==> src/fpeg_pkg.sv <==
// Package: register map, key codes, timing and carrier types of the flash guard
package fpeg_pkg;
  // Register offsets on the core's special-register bus
  localparam logic [7:0] FPEG_BANK_OFS = 8'h84;
  localparam logic [7:0] FPEG_CTRL_OFS = 8'h8F;
  localparam logic [7:0] FPEG_TIME_OFS = 8'hB6;
  localparam logic [7:0] FPEG_KEY_OFS = 8'hB7;
  localparam logic [7:0] FPEG_DUMMY_OFS = 8'hE5;
  // Field positions
  localparam int FPEG_WE_BIT = 0;
  localparam int FPEG_EE_BIT = 1;
  localparam int FPEG_BYPASS_BIT = 6;
  localparam int FPEG_BANK_LSB = 0;
  // Reset values
  localparam logic [1:0] FPEG_BANK_RST = 2'h0;
  localparam logic FPEG_CTRL_RST = 1'b0;
  localparam logic FPEG_BYPASS_RST = 1'b0;
  // Key codes, in the order they must arrive
  localparam logic [7:0] FPEG_KEY1 = 8'hA5;
  localparam logic [7:0] FPEG_KEY2 = 8'hF1;
  // Erased byte value and page size
  localparam logic [7:0] FPEG_ERASED = 8'hFF;
  localparam int FPEG_PAGE_BITS = 10;
  // Timing: clock period and self-timed operation lengths
  localparam int FPEG_CLK_NS = 20;
  localparam int FPEG_WRITE_NS = 40000;
  localparam int FPEG_ERASE_NS = 20000000;
  localparam int FPEG_WRITE_CYC = (FPEG_WRITE_NS + FPEG_CLK_NS - 1) / FPEG_CLK_NS;
  localparam int FPEG_ERASE_CYC = (FPEG_ERASE_NS + FPEG_CLK_NS - 1) / FPEG_CLK_NS;
  // Key sequencer and operation states
  typedef enum logic [1:0] {KEY_LOCKED, KEY_HALF, KEY_OPEN, KEY_DEAD} fpeg_key_type;
  typedef enum logic [1:0] {OP_IDLE, OP_FETCH, OP_PROG, OP_ERASE} fpeg_op_type;
  // Special-register bus request
  typedef struct packed {
    logic wr;
    logic rd;
    logic [7:0] addr;
    logic [7:0] wdata;
  } fpeg_sfr_type;
  // External-data write cycle from the core
  typedef struct packed {
    logic valid;
    logic [15:0] addr;
    logic [7:0] data;
  } fpeg_xwr_type;
endpackage

==> src/fpeg_guard.sv <==
// Flash program/erase guard: enables, lock-and-key, self-timed stall, read timing
//
// Functional notes
// - Write enable routes external writes to flash
// - Byte write only clears bits; erase gives 0xFF
// - Operations self-timed; core stalled until done
// - Write enable stays set until software clears
// - Key codes 0xA5 then 0xF1 before each operation
// - Wrong or misordered key locks out until reset
// - Operation before full key also locks out
// - Lock re-engages after every write or erase
// - Supply monitor not ready gives flash-error reset
// - Erase clears whole 1024-byte page
// - Erase: enables, keys, one write in page
// - Bypass bit picks one-shot or clock read timing
// - Clearing bypass acts with no extra instruction
// - Dummy register accepts any write harmlessly
`timescale 1ns/10ps
module fpeg_guard
  import fpeg_pkg::*;
#(
  parameter int ERASE_CYCLES = FPEG_ERASE_CYC
) (
  input wire logic clk,
  input wire logic rst,
  input wire fpeg_sfr_type sfr,
  output logic [7:0] sfr_rdata,
  input wire fpeg_xwr_type xwr,
  input wire logic vdd_mon_on,
  input wire logic vdd_mon_reset_src,
  input wire logic [7:0] flash_rdata,
  output logic flash_prog,
  output logic flash_erase,
  output logic [16:0] flash_addr,
  output logic [7:0] flash_wdata,
  output logic cpu_stall,
  output logic flash_err_rst,
  output logic oneshot_bypass
);

  // Cycle counts of the self-timed operations
  localparam logic [19:0] WR_CNT = 20'(FPEG_WRITE_CYC - 1);
  localparam logic [19:0] ER_CNT = 20'(ERASE_CYCLES - 1);

  // Control registers
  logic we_q, we_d; // Store write enable
  logic ee_q, ee_d; // Store erase enable
  logic [1:0] bank_q, bank_d; // Code bank field
  logic bypass_q, bypass_d; // Read-timing one-shot bypass

  // Key sequencer
  fpeg_key_type key_q, key_d;

  // Operation engine
  fpeg_op_type op_q, op_d;
  logic [19:0] cnt_q, cnt_d; // Remaining cycles of the running operation
  logic [16:0] addr_q, addr_d; // Flash byte address
  logic [7:0] data_q, data_d; // Data of the pending byte write
  logic [7:0] wdata_q, wdata_d; // Data presented to the array
  logic [7:0] old_q, old_d; // Byte content before programming
  logic prog_q, prog_d; // Program strobe
  logic erase_q, erase_d; // Erase strobe
  logic err_q, err_d; // Flash-error reset pulse
  logic [7:0] rdata_q, rdata_d; // Read data

  // Decoded events
  logic key_wr; // Write to the key register
  logic attempt; // External write while write enable is set
  logic mon_ok; // Supply monitor on and acting as a reset source
  logic start; // Accepted flash operation
  logic [16:0] eff_addr; // Bank-mapped address of the external write

  // Event decode
  always_comb begin
    key_wr = sfr.wr && (sfr.addr == FPEG_KEY_OFS);
    attempt = xwr.valid && we_q && (op_q == OP_IDLE);
    mon_ok = vdd_mon_on && vdd_mon_reset_src;
    start = attempt && mon_ok && (key_q == KEY_OPEN);
    // Upper half of the code space is windowed by the bank field
    if (xwr.addr[15]) begin
      eff_addr = {bank_q, xwr.addr[14:0]};
    end else begin
      eff_addr = {2'h0, xwr.addr[14:0]};
    end
  end

  // Control register next values
  always_comb begin
    we_d = we_q;
    ee_d = ee_q;
    bank_d = bank_q;
    bypass_d = bypass_q;
    if (sfr.wr) begin
      unique case (sfr.addr)
        FPEG_CTRL_OFS: begin
          // Only software changes the enables; operations leave them alone
          we_d = sfr.wdata[FPEG_WE_BIT];
          ee_d = sfr.wdata[FPEG_EE_BIT];
        end
        FPEG_BANK_OFS: begin
          bank_d = sfr.wdata[FPEG_BANK_LSB +: 2];
        end
        FPEG_TIME_OFS: begin
          // Reserved bits are dropped; the new timing applies next cycle
          bypass_d = sfr.wdata[FPEG_BYPASS_BIT];
        end
        default: begin
          // Dummy register and others: the write has no effect here
        end
      endcase
    end
  end

  // Control register storage
  always_ff @(posedge clk) begin
    if (rst) begin
      we_q <= FPEG_CTRL_RST;
      ee_q <= FPEG_CTRL_RST;
      bank_q <= FPEG_BANK_RST;
      bypass_q <= FPEG_BYPASS_RST;
    end else begin
      we_q <= we_d;
      ee_q <= ee_d;
      bank_q <= bank_d;
      bypass_q <= bypass_d;
    end
  end

  // Key sequencer next state
  always_comb begin
    key_d = key_q;
    if (attempt && mon_ok) begin
      if (key_q == KEY_OPEN) begin
        key_d = KEY_LOCKED;
      end else begin
        key_d = KEY_DEAD;
      end
    end else if (key_wr) begin
      unique case (key_q)
        KEY_LOCKED: begin
          key_d = (sfr.wdata == FPEG_KEY1) ? KEY_HALF : KEY_DEAD;
        end
        KEY_HALF: begin
          key_d = (sfr.wdata == FPEG_KEY2) ? KEY_OPEN : KEY_DEAD;
        end
        KEY_OPEN: begin
          key_d = KEY_DEAD;
        end
        KEY_DEAD: begin
          key_d = KEY_DEAD;
        end
      endcase
    end
  end

  // Key sequencer storage
  always_ff @(posedge clk) begin
    if (rst) begin
      key_q <= KEY_LOCKED;
    end else begin
      key_q <= key_d;
    end
  end

  // Operation engine next state
  always_comb begin
    op_d = op_q;
    cnt_d = cnt_q;
    addr_d = addr_q;
    data_d = data_q;
    wdata_d = wdata_q;
    old_d = old_q;
    prog_d = 1'b0;
    erase_d = 1'b0;
    err_d = attempt && !mon_ok;
    unique case (op_q)
      OP_IDLE: begin
        if (start && ee_q) begin
          // Whole page: the low address bits are irrelevant
          addr_d = {eff_addr[16:FPEG_PAGE_BITS], FPEG_PAGE_BITS'(0)};
          wdata_d = FPEG_ERASED;
          erase_d = 1'b1;
          cnt_d = ER_CNT;
          op_d = OP_ERASE;
        end else if (start) begin
          // Address goes out first so the old byte can be read back
          addr_d = eff_addr;
          data_d = xwr.data;
          op_d = OP_FETCH;
        end
      end
      OP_FETCH: begin
        old_d = flash_rdata;
        wdata_d = flash_rdata & data_q;
        prog_d = 1'b1;
        cnt_d = WR_CNT;
        op_d = OP_PROG;
      end
      OP_PROG, OP_ERASE: begin
        if (cnt_q == 20'h0_0000) begin
          op_d = OP_IDLE;
        end else begin
          cnt_d = cnt_q - 20'h0_0001;
        end
      end
    endcase
  end

  // Operation engine storage
  always_ff @(posedge clk) begin
    if (rst) begin
      op_q <= OP_IDLE;
      cnt_q <= 20'h0_0000;
      addr_q <= 17'h0_0000;
      data_q <= 8'h00;
      wdata_q <= FPEG_ERASED;
      old_q <= FPEG_ERASED;
      prog_q <= 1'b0;
      erase_q <= 1'b0;
      err_q <= 1'b0;
    end else begin
      op_q <= op_d;
      cnt_q <= cnt_d;
      addr_q <= addr_d;
      data_q <= data_d;
      wdata_q <= wdata_d;
      old_q <= old_d;
      prog_q <= prog_d;
      erase_q <= erase_d;
      err_q <= err_d;
    end
  end

  // Register read data, one cycle after the read strobe
  always_comb begin
    rdata_d = 8'h00;
    if (sfr.rd) begin
      unique case (sfr.addr)
        FPEG_CTRL_OFS: rdata_d = {6'h00, ee_q, we_q};
        FPEG_BANK_OFS: rdata_d = {6'h00, bank_q};
        FPEG_TIME_OFS: rdata_d = {1'b0, bypass_q, 6'h00};
        FPEG_KEY_OFS: rdata_d = {6'h00, key_q};
        default: rdata_d = 8'h00;
      endcase
    end
  end

  // Read data storage
  always_ff @(posedge clk) begin
    if (rst) begin
      rdata_q <= 8'h00;
    end else begin
      rdata_q <= rdata_d;
    end
  end

  // Outputs
  assign sfr_rdata = rdata_q;
  assign flash_prog = prog_q;
  assign flash_erase = erase_q;
  assign flash_addr = addr_q;
  assign flash_wdata = wdata_q;
  assign flash_err_rst = err_q;
  assign oneshot_bypass = bypass_q;
  // The accepting write itself stalls, then every busy cycle
  assign cpu_stall = start || (op_q != OP_IDLE);

  // Age of the write phase, too long for a delay range in a property
  logic [19:0] wr_age_q, wr_age_d;
  // Age counts up while programming and restarts at every other state
  always_comb begin
    wr_age_d = (op_q == OP_PROG) ? wr_age_q + 20'h0_0001 : 20'h0_0000;
  end
  // Age storage
  always_ff @(posedge clk) begin
    if (rst) begin
      wr_age_q <= 20'h0_0000;
    end else begin
      wr_age_q <= wr_age_d;
    end
  end
endmodule // fpeg_guard

==> config.mk <==
export PLATFORM = sky130hd
export DESIGN_NAME = fpeg_guard
export DESIGN_NICKNAME = d
export VERILOG_FILES = /design/src/fpeg_pkg.sv /design/src/fpeg_guard.sv
export SDC_FILE = /design/constraint.sdc
export NUM_CORES = 1
export LEC_CHECK = 0
export ABC_CLOCK_PERIOD_IN_PS = 2330
export BUFFER_PORTS_ARGS = -buffer_cell sky130_fd_sc_hd__buf_2
export CORE_ASPECT_RATIO = 2
export CORE_MARGIN = 8
export CORE_UTILIZATION = 46
export CTS_BUF_LIST = sky130_fd_sc_hd__clkbuf_2 sky130_fd_sc_hd__clkbuf_4 sky130_fd_sc_hd__clkbuf_8
export DETAILED_ROUTE_END_ITERATION = 8
export PLACE_DENSITY = 0.72
export SKIP_CTS_REPAIR_TIMING = 1
export SYNTH_ARGS = -nofsm -noshare
export SYNTH_HDL_FRONTEND = slang
export SYNTH_SLANG_ARGS = --single-unit
export TNS_END_PERCENT = 20
==> constraint.sdc <==
create_clock -name clk -period 2.33 [get_ports clk]
set_input_delay 0.1165 -clock clk [delete_from_list [all_inputs] [get_ports clk]]
set_output_delay 0.1165 -clock clk [all_outputs]
set_load 0.02 [all_outputs]
**Yosys cells after proc, flatten, opt, wreduce, memory -nomap -nowiden**

Index checks and enable logic that the tools add are counted.

- Bits in registers: 73
- Latch bits: 0
- Memory bits (writable): 0
- Bits in read-only memories: 0
- Input bits: 55
- Output and inout port bits: 38
- Logic and storage cells: 85
- Memories kept: 0

- $add $sub $neg: 1
- Multipliers: 0
- Div/mod/pow operators: 0
- Order comparisons: 0
- Eq/ne operators: 16
- Shift-type cells: 0
- Multiplexer cells: 21
- Bitwise gates (word level): 4
- Reductions and logical operators: 29

Operators by type and width:

| kind | count |
|---|---|
| $pmux 20 s3 | 1 |
| $mux 17 | 3 |
| $eq 8x8->1 const B | 6 |
| $mux 20 | 2 |
| $pmux 7 s4 | 1 |
| $logic_not 20->1 | 1 |
| $sub 20x1->20 const B | 1 |
| $pmux 8 s2 | 1 |
| $mux 2 | 7 |
| $reduce_and 2->1 | 7 |
| $pmux 2 s3 | 2 |
| $and 8x8->8 | 1 |
| $eq 2x2->1 const B | 4 |
| $logic_and 1x1->1 | 8 |
| $mux 8 | 1 |
| $reduce_bool 2->1 | 4 |
| $reduce_or 2->1 | 4 |
| $eq 2x1->1 const B | 2 |
| $logic_not 2->1 | 2 |
| $ne 2x2->1 const B | 2 |
| $mux 1 | 3 |
| $ne 3x2->1 const B | 1 |
| $not 1->1 | 3 |
| $reduce_and 3->1 | 1 |
| 3 further kinds | 3 |

**Longest topological paths before layout**

Gate-level depths: netlist of run 1.

- Depth in word-level cells: 7
- Mapped depth: 8
- Depth with buffers taken out: 7

**Least setup slack after synthesis of run 1**

OpenSTA, ideal clock, no wires.

- Path type: reg2reg
- From: reg cnt_q[0]
- To: reg cnt_q[12]
- Library setup time: 0.123 ns
- Arrival time: 1.683 ns
- Required time: 2.207 ns
- Path slack: 0.524 ns
- Stages on the path, launching flop included: 8
- Path buffers: 0
- Cell sequence: dfxtp_1 -> inv_1 -> ha_1 -> nor4b_2 -> nand4b_2 -> o21ai_2 -> nor4_1 -> mux2_1

- Cells in the longest elaborated chain, start to end: 3

RTL lines:

| element | line | RTL |
|---|---|---|
| start: declaration | fpeg_guard.sv:56 | `logic [19:0] cnt_q, cnt_d;` |
| start signal: assignment | fpeg_guard.sv:223 | `cnt_q <= cnt_d;` |
| $sub 20x1->20 / $logic_not 20->1 (equally long branches) | fpeg_guard.sv:203, fpeg_guard.sv:200 |  |
| $mux 20 / $ne 2x2->1 (equally long branches) | - |  |
| $pmux 20 s3 / $reduce_and 2->1 (equally long branches) | - |  |

Several ways; a longest one is shown, not always the timed one. The select of a mux whose other input is x is not followed.
A chain may end at the register's enable or synchronous reset.

**Worst setup path in the final report of run 1**

Same ends and word-level chain as after synthesis.

==> results of run 1 <==
[registers in the layout, summed over array words and instances (netlist names)]
signal,cells
flash_erase,1
sfr_rdata,3
flash_err_rst,1
oneshot_bypass,1
flash_addr,17
bank_q,2
flash_wdata,8
cnt_q,20
ee_q,1
flash_prog,1
we_q,1
data_q,8
key_q,2
op_q,2
[worst reg2reg max path: cells and delay by family, from the launching register on]
kind / cells / cell delay, ns
DFF: 1 / 0.43
muxes: 1 / 0.35
and+or+nand+nor: 3 / 0.67
AOI/OAI and AO/OA: 1 / 0.15
adders and majority gates: 1 / 0.20
buffers and inverters: 1 / 0.09
[worst paths after layout]
| kind | endpoint | slack (ns) | depth (start not counted) |
|---|---|---|---|
| max | cnt_q[12] | 0.34 | 7 |
| min | flash_wdata[3] | -0.0005 | 3 |
| max reg2reg | cnt_q[12] | 0.34 | 7 |
| min reg2reg | flash_addr[8] | 0.45 | 2 |
[final cells by class]
cell class	count	area, µm²	area share
Clock buffer	13	173	0.0436
Sequential cell	68	1360	0.344
Tap cell	90	113	0.0284
Clock inverter	3	43.8	0.0111
Inverter	5	18.8	0.00474
Timing Repair Buffer	101	551	0.139
Multi-Input combinational cell	285	1700	0.430
[cells by family (layout without fill, tap and decap cells)]
group | count (synthesis) | count (layout) | share of synthesized area
AND/OR/NAND/NOR | 163 | 163 | 0.302
AO/OA/AOI/OAI | 111 | 111 | 0.205
flip-flops | 68 | 68 | 0.426
buffers and inverters | 32 | 122 | 0.0466
adder cells (fa/ha/maj) | 2 | 2 | 0.00782
XOR/XNOR | 2 | 2 | 0.00548
multiplexers | 2 | 2 | 0.00665
other | 1 | 5 | 0.00117
[placed cells by master (no fill, tap or decap), types with 3 or more instances in the layout]
cell,synthesis,final
nand3_1,18,18
nor4_4,4,4
nand2_1,52,52
or2_2,4,4
o21ai_0,21,21
a31oi_1,10,10
or3_1,7,7
dlygate4sd3_1,0,4
clkbuf_8,0,12
buf_2,5,87
a21oi_1,49,49
nor2b_1,3,3
dfxtp_1,68,68
o21ai_1,4,4
o31ai_1,5,5
inv_1,5,5
nand2b_1,4,4
nor4_1,10,10
or4_1,3,3
nor3_1,7,7
buf_4,6,10
nor2_1,25,25
nand4b_1,3,3
o211ai_1,3,3
conb_1,1,5
[per-stage QoR]
step                worst slack, ns  instance area, µm²  cells  total power [mW]   util
floorplan                     0.524                3210    385              1.23      -
global placement              0.401                3710    545              1.29  0.542
detailed placement            0.351                3710    545              1.29  0.542
CTS                           0.333                3920    561              2.32  0.574
global route                  0.221                3960    565              2.38  0.580
finish                        0.344                3960    565              2.30  0.580
[routing by layer]
| metal | wire [µm] | part of all wire | vias to the layer above |
|---|---|---|---|
| li1 | - | - | 1548 |
| met1 | 3690 | 0.44 | 1382 |
| met2 | 3740 | 0.45 | 103 |
| met3 | 760 | 0.091 | 11 |
| met4 | 150 | 0.018 | 0 |
| met5 | 0 | 0 | - |
[where the power goes]
part / switching [mW] / total, mW / internal, mW
logic: 0.0560 / 0.104 / 0.0477
registers: 0.000185 / 1.16 / 1.16
clock network: 0.437 / 1.03 / 0.594
[cell usage after synthesis, types with 5 or more instances]
cell,number
a21oi_1,49
buf_2,5
nand3_1,18
o21ai_0,21
nor2_1,25
nor3_1,7
a31oi_1,10
clkbuf_1,16
nand2_1,52
inv_1,5
dfxtp_1,68
or3_1,7
nor4_1,10
o31ai_1,5
buf_4,6
==> out/metrics.csv, run 1 <==
stage,metric,value,unit
critical_path,cp.arrival,2.22,ns
die,dieArea,10000,µm²
global_route,grt.busiest_layer,met2,
timing,final-setup-viol-count,0,
global_route,grt_antenna_before_repair,0,
die,start_util,0.468,
route,wl,8340,µm
critical_path,startpoint,cnt_q[0],
critical_path,crit_path_end_kind,flip-flop,
synth,syn-cell-area,3200,µm²
route,wl_per_cell,14.8,µm
status,outcome,"finished, violations left",
critical_path,cpLargestDelayFamily,simple AND/OR/NAND/NOR gates,
hold_path,worstHoldStart,flash_rdata[3],
timing,finClkSkew,0.00861,ns
critical_path,crit_chain,inv_1 -> ha_1 -> nor4b_2 -> nand4b_2 -> o21ai_2 -> nor4_1 -> mux2_1,
cts,clk_pin_slew,0.07,ns
die,core.rowCount,43,
synth,ys_seq_area_frac,0.426,
synth,ys_top_cells_by_area,"dfxtp_1 43%, a21oi_1 7.7%, nand2_1 6.1%",
power,worst_ir_drop_vdd,0.000388,V
cts,ctsHtreeMaxLevel,3,
critical_path,cp.buffers_inverters,1,
timing,maxSlewViolCount,0,
timing,max_freq,504,MHz
synth,synth_largest_area_cell,dfxtp_1,
critical_path,cp_max_fo,8,
flow_run,drv_cap,0,
timing,finalHoldViolCount,1,
synth,ys_types,58,
cts,clk_latency,0.35,ns
global_route,grt_max_degree,60,
die,boundaryPins,93,
route,drt_pass1_iterations,4,
placement,place.gp.congestion,0.930,
finish,layout.nets,527,
timing,fin_worst_hold_slack,-0.000471,ns
cts,clockBufferDepth,2,
critical_path,cpPeakStageDelay,0.43,ns
critical_path,r2r_start,cnt_q[0],
power,p_per_area,580,nW/µm²
critical_path,critPathKind,flip-flop to flip-flop,
timing,tightestPinTransition,0.611,ns
global_route,grt_use_total,0.171,
timing,rsz0062_at_grt,false,
cts,cts_sinks,68,
synth,synth.top_cell.area_share,0.426,
synth,syn_area_per_cell,8.39,µm²
route,ant_nets,0,
power,p_leak,1.60,nW
cts,clockRootBuffer,clkbuf_8,
cts,cts_tree,yes,
finish,n_fill_cell,671,
placement,place_hpwl,5980,µm
global_route,grt_pass1_wl,13600,µm
critical_path,cpMaxStageDelayCell,dfxtp_1,
timing,finalCritPeriodShare,0.852,
synth,synth_edf_count,0,
finish,area_growth,23.9,%
finish,layout-drive-gt1-share,0.293,
timing,setup_tns,0,ns
die,die-width,75.0,µm
route,vias_per_cell,5.39,
synth,ys_async_sr_fraction,0,
synth,synth-warning-count,0,
placement,io_buffers,87,
global_route,grt_pass1_vias,2893,
synth,synth-main-ff-cell,dfxtp_1,
global_route,grt_use_met3,0.0681,
global_route,met1_usage,0.217,
critical_path,startpoint_type,flip-flop,
die,fp.dieH,134,µm
cts,numCtsBuffers,9,
route,dr.first_iter.drc_count,240,
status,violations,hold timing,
synth,synth_cells,381,
timing,fin_crit,1.99,ns
global_route,grt_use_met2,0.241,
die,core_area,6830,µm²
finish,antenna_cells,0,
route,num_vias,3044,
global_route,grt_overflow_total,0,
critical_path,cp.required,2.56,ns
synth,yosys_register_bits,68,
timing,relSlewSlack,0.593,
hold_path,hold_path.class,input pin to flip-flop,
route,drc,0,
Power figures use the tool's default switching activity.
==> run 2: changes to the inputs <==
--- a/config.mk
+++ b/config.mk
@@ -5,14 +5,14 @@
 export SDC_FILE = /design/constraint.sdc
 export NUM_CORES = 1
 export LEC_CHECK = 0
-export ABC_CLOCK_PERIOD_IN_PS = 2330
+export ABC_CLOCK_PERIOD_IN_PS = 1730
 export BUFFER_PORTS_ARGS = -buffer_cell sky130_fd_sc_hd__buf_2
 export CORE_ASPECT_RATIO = 2
 export CORE_MARGIN = 8
 export CORE_UTILIZATION = 46
 export CTS_BUF_LIST = sky130_fd_sc_hd__clkbuf_2 sky130_fd_sc_hd__clkbuf_4 sky130_fd_sc_hd__clkbuf_8
 export DETAILED_ROUTE_END_ITERATION = 8
-export PLACE_DENSITY = 0.72
+export PLACE_DENSITY = 0.75
 export SKIP_CTS_REPAIR_TIMING = 1
 export SYNTH_ARGS = -nofsm -noshare
 export SYNTH_HDL_FRONTEND = slang
==> constraint.sdc (replaced) <==
create_clock -name clk -period 1.73 [get_ports clk]
set_input_delay 0.346 -clock clk [delete_from_list [all_inputs] [get_ports clk]]
set_output_delay 0.346 -clock clk [all_outputs]
set_load 0.02 [all_outputs]
==> run 2 against run 1 <==
The run ends with setup timing left. Power is 33% higher. Cell count increased by 8.1%. Via count increased by 8.7%. Largest power group unchanged. Hold slack better by 0.23 ns. Highest routed layer unchanged. Sequential share of layout area shrank 4.1 points.
==> out/metrics.csv, run 2 (synthesis results as in run 1) <==
stage,metric,value,unit,change
route,vias_per_cell,5.42,,was 5.39
finish,area_growth,41.4,%,was 23.9%
die,boundaryPins,93,,unchanged
flow_run,drv_cap,0,,unchanged
timing,fin_ws,-0.0956,ns,was 0.344 ns
global_route,grt_use_total,0.187,,was 0.171
finish,largest_register_ffs,20,,unchanged
die,fp.dieH,134,µm,unchanged
finish,layout-drive-gt1-share,0.411,,was 0.293
die,die-width,75.0,µm,unchanged
route,met1Wirelength,4010,µm,was 3690 µm
die,core.rowCount,43,,unchanged
finish,final_common_cell,buf_2,,unchanged
route,num_vias,3310,,"was 3,044"
timing,max_freq,548,MHz,
timing,rsz0062_at_grt,true,,was false
route,wl_met3,752,µm,was 760 µm
global_route,grt_antenna_before_repair,0,,unchanged
route,wl_per_cell,16.2,µm,was 14.8 µm
cts,clockBufferDepth,2,,unchanged
cts,clockRootBuffer,clkbuf_8,,unchanged
global_route,grt_pass1_vias,3054,,"was 2,893"
critical_path,crit_path_end_kind,output port,,was flip-flop
status,outcome,"finished, violations left",,unchanged
cts,clk_pin_slew,0.07,ns,about the same
hold_path,hold_path.class,input pin to flip-flop,,unchanged
critical_path,startpoint_type,flip-flop,,unchanged
finish,post-route-util,0.662,,was 0.580
route,wl_met2,4920,µm,was 3740 µm
status,violations,setup timing,,was hold timing
critical_path,cp.arrival,1.48,ns,was 2.22 ns
placement,place_ws,-0.115,ns,was 0.351 ns
timing,finClkSkew,0.00414,ns,was 0.00861 ns
cts,ctsHtreeMaxLevel,3,,unchanged
timing,final-setup-viol-count,13,,was 0
die,start_util,0.468,,unchanged
placement,io_buffers,87,,unchanged
die,core_area,6830,µm²,unchanged
route,drt_pass1_iterations,4,,unchanged
route,dr.max_layer_used,met4,,unchanged
finish,final_cell_mix,"86 x buf_2, 64 x dfxtp_1, 53 x buf_4, 50 x nand2_1, 46 x a21oi_1",,"was 87 x buf_2, 68 x dfxtp_1, 52 x nand2_1, 49 x a21oi_1, 25 x nor2_1"
cts,cts_tree,yes,,unchanged
power,worst_ir_drop_vdd,0.000579,V,was 0.000388 V
placement,place.gp.congestion,0.912,,was 0.930
placement,placed_area,4060,µm²,was 3710 µm²
critical_path,cp_max_fo,4,,was 8
critical_path,cp.required,1.38,ns,was 2.56 ns
global_route,grt_overflow_total,0,,unchanged
finish,regMostFlops,cnt_q,,unchanged
cts,clk_latency,0.35,ns,about the same
route,ant_nets,0,,unchanged
die,dieArea,10000,µm²,unchanged
global_route,grt_max_degree,60,,unchanged
timing,finalCritPeriodShare,1.06,,
finish,layout.nets,573,,was 527
cts,cts_sinks,68,,unchanged
power,p_leak,1.89,nW,was 1.60 nW
finish,n_fill_cell,570,,was 671
global_route,grt_pass1_wl,14600,µm,"was 13,600 µm"
timing,finalHoldViolCount,0,,was 1
cts,numCtsBuffers,9,,unchanged
route,dr.first_iter.drc_count,235,,was 240
finish,finalInstanceArea,4520,µm²,was 3960 µm²
critical_path,critPathKind,flip-flop to output port,,was flip-flop to flip-flop
power,p_per_area,677,nW/µm²,was 580 nW/µm²
route,drc,0,,unchanged
timing,fin_crit,1.83,ns,
placement,place_hpwl,6890,µm,was 5980 µm
timing,maxSlewViolCount,0,,unchanged
route,wl,9880,µm,was 8340 µm
finish,antenna_cells,0,,unchanged
## run 2: cell count changes in the layout (fill, tap and decap cells not counted), sizes merged
cell,previous run,this run
clkbuf,13,12
clkinvlp,0,1
dlygate4sd3,4,0
buf,97,147
## run 2: cell type report
| type | count | area, µm² | share of cell area |
|---|---|---|---|
| multi-input cells | 285 | 1880 | 0.416 |
| flip-flops and latches | 68 | 1370 | 0.302 |
| repair buffers | 147 | 936 | 0.207 |
| clock buffers | 12 | 159 | 0.0351 |
| well taps | 90 | 113 | 0.0249 |
| clock inverters | 4 | 47.5 | 0.0105 |
| inverters | 5 | 21.3 | 0.00470 |
## run 2: final timing paths
check | startpoint | end | slack, ns | cells past startpoint
min reg2reg | flash_addr[1] | flash_addr[1] | 0.45 | 2
max | key_q[0] | cpu_stall | -0.1 | 4
max reg2reg | cnt_q[7] | cnt_q[2] | -0.09 | 7
min | xwr[20] | flash_addr[12] | 0.23 | 3
## run 2: power breakdown
part	internal, mW	total (mW)	switching (mW)
Clock	0.755	1.35	0.599
Combinational	0.0652	0.144	0.0790
Sequential	1.56	1.56	0.000201
Total	2.38	3.06	0.678
## run 2: per-stage QoR
| stage | hold slack, ns | instances | power [mW] | setup TNS, ns |
|---|---|---|---|---|
| global route | 0.226 | 611 | 3.17 | -2.10 |
| CTS | 0.213 | 605 | 3.08 | -1.43 |
| detailed placement | 0.440 | 589 | 1.74 | -1.23 |
| floorplan | 0.445 | 385 | 1.66 | -0.000254 |
| finish | 0.226 | 611 | 3.06 | -0.525 |
| global placement | 0.435 | 589 | 1.74 | -0.799 |
## run 2: critical path, cell delays in order (launching register included)
cell and delay (ns):
dfxtp_2 0.33, nand4b_1 0.29, or2_4 0.33, nand2_4 0.07
buf_6 0.11
## run 2: metal layers
layer,track usage,up-vias
met4,0.0692,0
met2,0.294,111
met5,0,-
li1,-,1643
met1,0.227,1536
met3,0.0613,20
